`src/hdl/eprom_ctl_pkg.sv`:
```
// package: pin carriers, modes, timing constants for the eprom programmer/reader
package eprom_ctl_pkg;
  // ----------------------------------------------------------------
  // geometry
  // ----------------------------------------------------------------
  localparam int ADDR_W = 11;
  localparam int DATA_W = 8;
  localparam logic [7:0] ERASED_BYTE = 8'hff;
  // ----------------------------------------------------------------
  // timing, figures in their own units
  // ----------------------------------------------------------------
  localparam int CLK_MHZ = 200;
  localparam int T_SETUP_US = 2;
  localparam int T_HOLD_US = 2;
  localparam int T_PW_MS = 50;
  localparam int T_PW_MAX_MS = 55;
  localparam int T_ACC_NS = 550;
  localparam int T_DF_NS = 130;
  localparam int T_VPP_US = 2;
  localparam int SETUP_CYC = T_SETUP_US * CLK_MHZ;
  localparam int HOLD_CYC = T_HOLD_US * CLK_MHZ;
  localparam int PW_CYC = T_PW_MS * 1000 * CLK_MHZ;
  localparam int PW_MAX_CYC = T_PW_MAX_MS * 1000 * CLK_MHZ;
  localparam int ACC_CYC = (T_ACC_NS * CLK_MHZ + 999) / 1000;
  localparam int DF_CYC = (T_DF_NS * CLK_MHZ + 999) / 1000;
  localparam int VPP_CYC = T_VPP_US * CLK_MHZ;
  localparam int CNT_W = 24;
  // ----------------------------------------------------------------
  // carriers
  // ----------------------------------------------------------------
  typedef struct packed {
    logic [ADDR_W-1:0] addr;
    logic [DATA_W-1:0] data;
    logic prog; // 1 = program then verify, 0 = read
  } req_t;
  typedef struct packed {
    logic [DATA_W-1:0] data;
    logic verify_err;
  } rsp_t;
  typedef struct packed {
    logic [ADDR_W-1:0] byte_address_lines;
    logic chip_select_program_strobe;
    logic oe_n;
    logic vpp_high; // 1 selects 25 V, 0 selects 5 V
  } pins_t;
endpackage

```
`src/hdl/eprom_ctl.sv`:
```
// controller that reads and programs a 2k x 8 uv eprom through its pins
`timescale 1ns/1ps
// How it works
// - program mode: supply 25 V, oe high, data pins are inputs.
// - address is chosen as in read while programming.
// - settle address and data, then one high strobe pulse.
// - each location pulsed exactly once, any order allowed; one pulse per job, a repeat job to a location not refused.
// - strobe pulse never above 55 ms; no static high.
// - inhibit: 25 V, oe high, strobe low means no write, pins float.
// - 25 V only in program, inhibit and verify; else 5 V.
module eprom_ctl #(
  parameter int SETUP_CYCLES = eprom_ctl_pkg::SETUP_CYC,
  parameter int HOLD_CYCLES = eprom_ctl_pkg::HOLD_CYC,
  parameter int PULSE_CYCLES = eprom_ctl_pkg::PW_CYC,
  parameter int VPP_CYCLES = eprom_ctl_pkg::VPP_CYC
) (
  input wire logic mclk_i,
  input wire logic resetn_i,
  input wire logic req_valid_i,
  output logic req_ready_o,
  input wire eprom_ctl_pkg::req_t req_i,
  output logic rsp_valid_o,
  output eprom_ctl_pkg::rsp_t rsp_o,
  output eprom_ctl_pkg::pins_t pins_o,
  input wire logic [eprom_ctl_pkg::DATA_W-1:0] byte_data_pins_i,
  output logic [eprom_ctl_pkg::DATA_W-1:0] byte_data_pins_o,
  output logic byte_data_pins_oe_o
);
  // ----------------------------------------------------------------
  // state machine, gray along read and program paths except the return to ST_IDLE
  // ----------------------------------------------------------------
  typedef enum logic [3:0] {
    ST_IDLE = 4'h0,
    ST_RD_ACC = 4'h1,
    ST_RD_DONE = 4'h3,
    ST_VPP_UP = 4'h2,
    ST_PG_SETUP = 4'h6,
    ST_PG_PULSE = 4'h7,
    ST_PG_HOLD = 4'h5,
    ST_VF_ACC = 4'h4,
    ST_VF_DONE = 4'hc,
    ST_VPP_DOWN = 4'hd
  } state_t;

  localparam logic [eprom_ctl_pkg::CNT_W-1:0] ACC_N =
    eprom_ctl_pkg::CNT_W'(eprom_ctl_pkg::ACC_CYC);
  localparam logic [eprom_ctl_pkg::CNT_W-1:0] DF_N =
    eprom_ctl_pkg::CNT_W'(eprom_ctl_pkg::DF_CYC);
  localparam logic [eprom_ctl_pkg::CNT_W-1:0] SETUP_N =
    eprom_ctl_pkg::CNT_W'(SETUP_CYCLES);
  localparam logic [eprom_ctl_pkg::CNT_W-1:0] HOLD_N =
    eprom_ctl_pkg::CNT_W'(HOLD_CYCLES);
  localparam logic [eprom_ctl_pkg::CNT_W-1:0] PULSE_N =
    eprom_ctl_pkg::CNT_W'(PULSE_CYCLES);
  localparam logic [eprom_ctl_pkg::CNT_W-1:0] VPP_N =
    eprom_ctl_pkg::CNT_W'(VPP_CYCLES);
  localparam logic [eprom_ctl_pkg::CNT_W-1:0] CNT_ONE = 24'h000001;

  state_t state_r, state_nxt;
  logic [eprom_ctl_pkg::CNT_W-1:0] cnt_r, cnt_nxt;
  eprom_ctl_pkg::req_t job_r;
  logic [eprom_ctl_pkg::DATA_W-1:0] din_meta_r, din_sync_r;
  eprom_ctl_pkg::rsp_t rsp_r;
  logic rsp_valid_r;

  // true when the wait for this state has run out
  function automatic logic done(input logic [eprom_ctl_pkg::CNT_W-1:0] c);
    done = (c == '0);
  endfunction

  // ----------------------------------------------------------------
  // data pin synchroniser: read bytes are from another domain
  // ----------------------------------------------------------------
  always_ff @(posedge mclk_i or negedge resetn_i) begin
    if (!resetn_i) begin
      din_meta_r <= eprom_ctl_pkg::ERASED_BYTE;
      din_sync_r <= eprom_ctl_pkg::ERASED_BYTE;
    end else begin
      din_meta_r <= byte_data_pins_i;
      din_sync_r <= din_meta_r;
    end
  end

  // ----------------------------------------------------------------
  // sequencing
  // ----------------------------------------------------------------
  always_comb begin
    state_nxt = state_r;
    cnt_nxt = done(cnt_r) ? cnt_r : cnt_r - CNT_ONE;
    case (state_r)
      ST_IDLE: begin
        if (req_valid_i) begin
          // each accepted program job gets one pulse only
          state_nxt = req_i.prog ? ST_VPP_UP : ST_RD_ACC;
          cnt_nxt = req_i.prog ? VPP_N : ACC_N + CNT_ONE;
        end
      end
      ST_RD_ACC: begin
        if (done(cnt_r)) begin
          state_nxt = ST_RD_DONE;
          cnt_nxt = DF_N;
        end
      end
      ST_RD_DONE: begin
        if (done(cnt_r)) begin
          state_nxt = ST_IDLE;
        end
      end
      ST_VPP_UP: begin
        if (done(cnt_r)) begin
          state_nxt = ST_PG_SETUP;
          cnt_nxt = SETUP_N;
        end
      end
      ST_PG_SETUP: begin
        if (done(cnt_r)) begin
          state_nxt = ST_PG_PULSE;
          cnt_nxt = PULSE_N - CNT_ONE;
        end
      end
      ST_PG_PULSE: begin
        // fixed-length pulse, ends by count, never left high
        if (done(cnt_r)) begin
          state_nxt = ST_PG_HOLD;
          cnt_nxt = HOLD_N;
        end
      end
      ST_PG_HOLD: begin
        if (done(cnt_r)) begin
          state_nxt = ST_VF_ACC;
          cnt_nxt = ACC_N + CNT_ONE;
        end
      end
      ST_VF_ACC: begin
        if (done(cnt_r)) begin
          state_nxt = ST_VF_DONE;
          cnt_nxt = DF_N;
        end
      end
      ST_VF_DONE: begin
        if (done(cnt_r)) begin
          state_nxt = ST_VPP_DOWN;
          cnt_nxt = VPP_N;
        end
      end
      ST_VPP_DOWN: begin
        if (done(cnt_r)) begin
          state_nxt = ST_IDLE;
        end
      end
      default: begin
        state_nxt = ST_IDLE;
        cnt_nxt = '0;
      end
    endcase
  end

  always_ff @(posedge mclk_i or negedge resetn_i) begin
    if (!resetn_i) begin
      state_r <= ST_IDLE;
      cnt_r <= '0;
    end else begin
      state_r <= state_nxt;
      cnt_r <= cnt_nxt;
    end
  end

  // ----------------------------------------------------------------
  // job latch: address and data frozen for the whole job
  // ----------------------------------------------------------------
  always_ff @(posedge mclk_i or negedge resetn_i) begin
    if (!resetn_i) begin
      job_r <= '0;
    end else if (state_r == ST_IDLE && req_valid_i) begin
      job_r <= req_i;
    end
  end

  // ----------------------------------------------------------------
  // answer: read byte, or verify result against intended data
  // ----------------------------------------------------------------
  always_ff @(posedge mclk_i or negedge resetn_i) begin
    if (!resetn_i) begin
      rsp_r <= '0;
      rsp_valid_r <= 1'b0;
    end else begin
      rsp_valid_r <= 1'b0;
      if (state_r == ST_RD_ACC && done(cnt_r)) begin
        rsp_r.data <= din_sync_r;
        rsp_r.verify_err <= 1'b0;
        rsp_valid_r <= 1'b1;
      end else if (state_r == ST_VF_ACC && done(cnt_r)) begin
        rsp_r.data <= din_sync_r;
        // a one that should be zero, or a zero that cannot return
        rsp_r.verify_err <= (din_sync_r != job_r.data);
        rsp_valid_r <= 1'b1;
      end
    end
  end

  assign req_ready_o = (state_r == ST_IDLE);
  assign rsp_valid_o = rsp_valid_r;
  assign rsp_o = rsp_r;

  // ----------------------------------------------------------------
  // pin drive, registered from state so pins never glitch
  // ----------------------------------------------------------------
  always_ff @(posedge mclk_i or negedge resetn_i) begin
    if (!resetn_i) begin
      pins_o <= '{byte_address_lines: '0, chip_select_program_strobe: 1'b1,
                  oe_n: 1'b1, vpp_high: 1'b0};
      byte_data_pins_o <= '0;
      byte_data_pins_oe_o <= 1'b0;
    end else begin
      // address moves with strobe and oe at the take edge, so the access wait counts from it
      if (state_r == ST_IDLE && req_valid_i) begin
        pins_o.byte_address_lines <= req_i.addr;
      end else begin
        pins_o.byte_address_lines <= job_r.addr;
      end
      case (state_nxt)
        ST_RD_ACC, ST_RD_DONE: begin
          // read: strobe low, oe low in ST_RD_ACC and high in ST_RD_DONE, supply at 5 V
          pins_o.chip_select_program_strobe <= 1'b0;
          pins_o.oe_n <= (state_nxt == ST_RD_DONE);
          pins_o.vpp_high <= 1'b0;
          byte_data_pins_oe_o <= 1'b0;
        end
        ST_VPP_UP, ST_PG_SETUP, ST_PG_HOLD, ST_VPP_DOWN: begin
          // inhibit level between pulses: strobe low, oe high, supply at 25 V except at 5 V in ST_VPP_DOWN
          pins_o.chip_select_program_strobe <= 1'b0;
          pins_o.oe_n <= 1'b1;
          pins_o.vpp_high <= (state_nxt != ST_VPP_DOWN);
          byte_data_pins_oe_o <= (state_nxt == ST_PG_SETUP) ||
                                 (state_nxt == ST_PG_HOLD);
        end
        ST_PG_PULSE: begin
          pins_o.chip_select_program_strobe <= 1'b1;
          pins_o.oe_n <= 1'b1;
          pins_o.vpp_high <= 1'b1;
          byte_data_pins_oe_o <= 1'b1;
        end
        ST_VF_ACC, ST_VF_DONE: begin
          pins_o.chip_select_program_strobe <= 1'b0;
          pins_o.oe_n <= (state_nxt == ST_VF_DONE);
          pins_o.vpp_high <= 1'b1;
          byte_data_pins_oe_o <= 1'b0;
        end
        default: begin
          // standby between jobs: supply back at 5 V
          pins_o.chip_select_program_strobe <= 1'b1;
          pins_o.oe_n <= 1'b1;
          pins_o.vpp_high <= 1'b0;
          byte_data_pins_oe_o <= 1'b0;
        end
      endcase
      byte_data_pins_o <= job_r.data;
    end
  end
endmodule

```
`config.mk`:
```
export PLATFORM = sky130hd
export DESIGN_NAME = eprom_ctl
export DESIGN_NICKNAME = d
export VERILOG_FILES = /design/src/hdl/eprom_ctl_pkg.sv /design/src/hdl/eprom_ctl.sv
export SDC_FILE = /design/constraint.sdc
export NUM_CORES = 1
export LEC_CHECK = 0
export BUFFER_PORTS_ARGS = -buffer_cell sky130_fd_sc_hd__buf_4
export CAP_MARGIN = 40
export CORE_MARGIN = 3
export CORE_UTILIZATION = 40
export DETAILED_ROUTE_END_ITERATION = 16
export GPL_ROUTABILITY_DRIVEN = 0
export PLACE_DENSITY = 0.65
export SETUP_SLACK_MARGIN = 0.2
export SLEW_MARGIN = 20
export SYNTH_ARGS = -nofsm -noshare
export SYNTH_HDL_FRONTEND = slang
export SYNTH_SLANG_ARGS = --single-unit
```
`constraint.sdc`:
```
create_clock -name mclk_i -period 2.2 [get_ports mclk_i]
set_input_delay 0.11 -clock mclk_i [delete_from_list [all_inputs] [get_ports mclk_i]]
set_output_delay 0.11 -clock mclk_i [all_outputs]
set_load 0.02 [all_outputs]
```
==> results.sh <==
export IMPL_whs_ps=94.4
export IMPL_max_freq_mhz=465
export IMPL_core_sq_um=10300
export IMPL_synth_top_flop_cell="dfrtp_1"
export IMPL_status="complete, no violations"
export IMPL_path_depth=9
export IMPL_cp_cell_sequence="inv_2 -> ha_4 -> nor3b_4 -> nand3_4 -> nor2_4 -> inv_4 -> maj3_2 -> a221oi_4 -> o21ai_1"
export IMPL_wirelength_mm=10.9
export IMPL_hold_class="in2reg"
export IMPL_pin_count=65
export IMPL_grt_use_met2_pct=31.3
export IMPL_n_antenna_cell=0
export IMPL_grt_first_pass_wirelength_mm=17.5
export IMPL_dp_slack_ps=-71.8
export IMPL_crit_buf_inv=2
export IMPL_synthCells=356
export IMPL_layout_common_cells="buf_4 (127), dfrtp_1 (74), dlygate4sd3_1 (28)"
export IMPL_leakage_uw=0.00297
export IMPL_avgRoutedWirePerCell_um=16.5
export IMPL_die_width_um=109
export IMPL_drt_first_iter_violations=161
export IMPL_clkTransAtPathRegs_ps=100
export IMPL_top_usage_layer="met2"
export IMPL_use_met1_pct=23.7
export IMPL_rsz0062_at_grt="yes"
export IMPL_syn_to_final_growth_pct=45.7
export IMPL_vias=3446
export IMPL_antenna_found_initial=0
export IMPL_layout_nets=554
export IMPL_setup_slack_ps=49.1
export IMPL_drc=0
export IMPL_post_route_period_util_pct=97.8
export IMPL_io_buffers=64
export IMPL_synth_edff_count=0
export IMPL_final_common_cell="buf_4"
export IMPL_slowest_stage="dfrtp_1"
export IMPL_crit_arrival_ps=2400
export IMPL_max_slew_margin_rel_pct=63.6
export IMPL_fin_total_pwr_uw=3130
export IMPL_path_class="reg2reg"
export IMPL_start_util_pct=41.2
export IMPL_clock_root_buffer="clkbuf_8"
export IMPL_cts_tree="done"
export IMPL_gr_total_overflow=0
export IMPL_syn_area_per_cell_sq_um=11.9
export IMPL_crit_path_end_kind="register"
export IMPL_tightest_slew_ps=546
export IMPL_cp_max_fo=7
export IMPL_worstPathRequired_ps=2450
export IMPL_syn_area_sq_um=4250
export IMPL_synth_seq_cells=96
export IMPL_syn_num_nets=390
export IMPL_finalHoldViolCount=0
export IMPL_vias_per_cell=5.21
export IMPL_dieArea_sq_um=11900
export IMPL_slew_violations=0
export IMPL_ys_warnings_count=0
export IMPL_clock_sinks=96
export IMPL_max_vdd_ir_drop_v=0.000351
export IMPL_final_antenna_net_count=0
export IMPL_drv_cap=0
export IMPL_max_stage_delay_ps=400
export IMPL_dpl_hpwl_mm=7.11
export IMPL_skew_ps=11.3
export IMPL_ys_seq_area_share_pct=57.0
export IMPL_min_path_cells=3
export IMPL_finalSetupViolations=0
export IMPL_dr_pass1_iters=4
export IMPL_power_density_nw_per_um2=505
export IMPL_cp_top_family="simple AND/OR/NAND/NOR gates"
export IMPL_min_period_ps=2150
export IMPL_worstRegToRegCells=9
export IMPL_htree_levels=3
export IMPL_grt_max_degree=42
export IMPL_gr_usage_all_layers_pct=19.1
export IMPL_core_rowCount=37
export IMPL_die_h_um=109
export IMPL_drive_above_1_share_pct=46.7
export IMPL_grt_pass1_vias=3636
export IMPL_synth_async_reset_ratio_pct=100
export IMPL_startpoint_type="register"
export IMPL_max_clock_path_buffers=2
export IMPL_synth_distinct_cells=64
export IMPL_grt_use_met3_pct=6.10
export IMPL_cts_buffers=9
export IMPL_clock_latency_ps=370
[cells by family (layout without fill, tap and decap cells)]
| group | after synthesis | after routing | share of synthesized area [%] |
|---|---|---|---|
| AND/OR/NAND/NOR | 110 | 110 | 15.4 |
| flip-flops | 96 | 96 | 57.0 |
| AO/OA/AOI/OAI | 65 | 65 | 10.8 |
| multiplexers | 31 | 31 | 8.12 |
| XOR/XNOR | 26 | 26 | 5.35 |
| buffers and inverters | 24 | 193 | 2.18 |
| adder cells (fa/ha/maj) | 4 | 4 | 1.15 |
[timing repair]
action | 4_1_cts | 5_1_grt
pin swaps | 19 | 12
endpoints found under the setup margin | 40 | 39
buffers inserted | 23 | 6
hold buffers | 28 | 0
gates resized for setup | 30 | 20
endpoints found under the hold margin | 77 | 0
[cell usage after synthesis (4+ instances only)]
cell	n	area, sq um
a211oi_1	4	30.0
a21oi_1	19	95.1
and3_1	6	37.5
clkbuf_1	7	26.3
dfrtp_1	78	1950
dfstp_2	18	473
inv_1	11	41.3
mux2_2	25	282
nand2_1	16	60.1
nand2b_1	5	31.3
nand3_1	10	50.1
nor2_1	24	90.1
nor2b_1	4	25.0
nor3_1	11	55.1
nor4_1	5	31.3
o21ai_0	11	55.1
o31ai_1	5	37.5
xnor2_1	6	52.6
xor2_1	20	175
[report_power, final]
| group | internal, uW | switching, uW |
|---|---|---|
| Combinational | 75.1 | 56.2 |
| Clock | 565 | 634 |
| Sequential | 1790 | 6.97 |
| Total | 2430 | 697 |
[area by class of cell]
type	instances	area, sq um
clock buffer	11	141
clock inverter	5	62.6
fill	798	4130
inverter	12	50.0
multi-input combinational	236	1970
sequential	96	2430
tap	136	170
timing repair buffer	165	1370
[per-layer routing]
metal | routed length [um] | vias up
met4 | 174 | 0
met1 | 4660 | 1715
met2 | 5310 | 104
li1 | - | 1609
met3 | 745 | 18
met5 | 0 | -
[stage by stage]
step                      TNS, ps  utilization [%]  instance area, sq um  std cells
after floorplan                 0                -                  4310        356
after global placement      -34.8             50.9                  5260        588
after detailed placement     -105             50.9                  5260        588
after CTS                       0             58.8                  6070        655
after global routing         -814             60.0                  6200        661
final                           0             60.0                  6200        661
[final timing paths]
kind                                from       endpoint  slack, ps
hold / removal               req_valid_i       cnt_r[4]         90
setup / recovery                cnt_r[0]       cnt_r[5]         50
setup reg to reg                cnt_r[0]       cnt_r[5]         50
min in group asynchronous       resetn_i       cnt_r[3]        260
max in group asynchronous       resetn_i  din_sync_r[0]       1170
hold reg to reg            din_meta_r[3]  din_sync_r[3]        360
[flip-flops by register name (all words and copies together), names as in the netlist]
name	flops
rsp_o	9
byte_data_pins_oe_o	1
state_r	4
din_meta_r	8
pins_o	14
byte_data_pins_o	8
job_r	19
rsp_valid_o	1
cnt_r	24
din_sync_r	8
[worst register-to-register path, cell delays in order (launching register included)]
cell and delay [ps]:
dfrtp_1 400, inv_2 90, ha_4 150, nor3b_4 270, nand3_4 150, nor2_4 200
inv_4 90, maj3_2 320, a221oi_4 280, o21ai_1 90
Note: power is estimated with default switching activity, not from simulation.
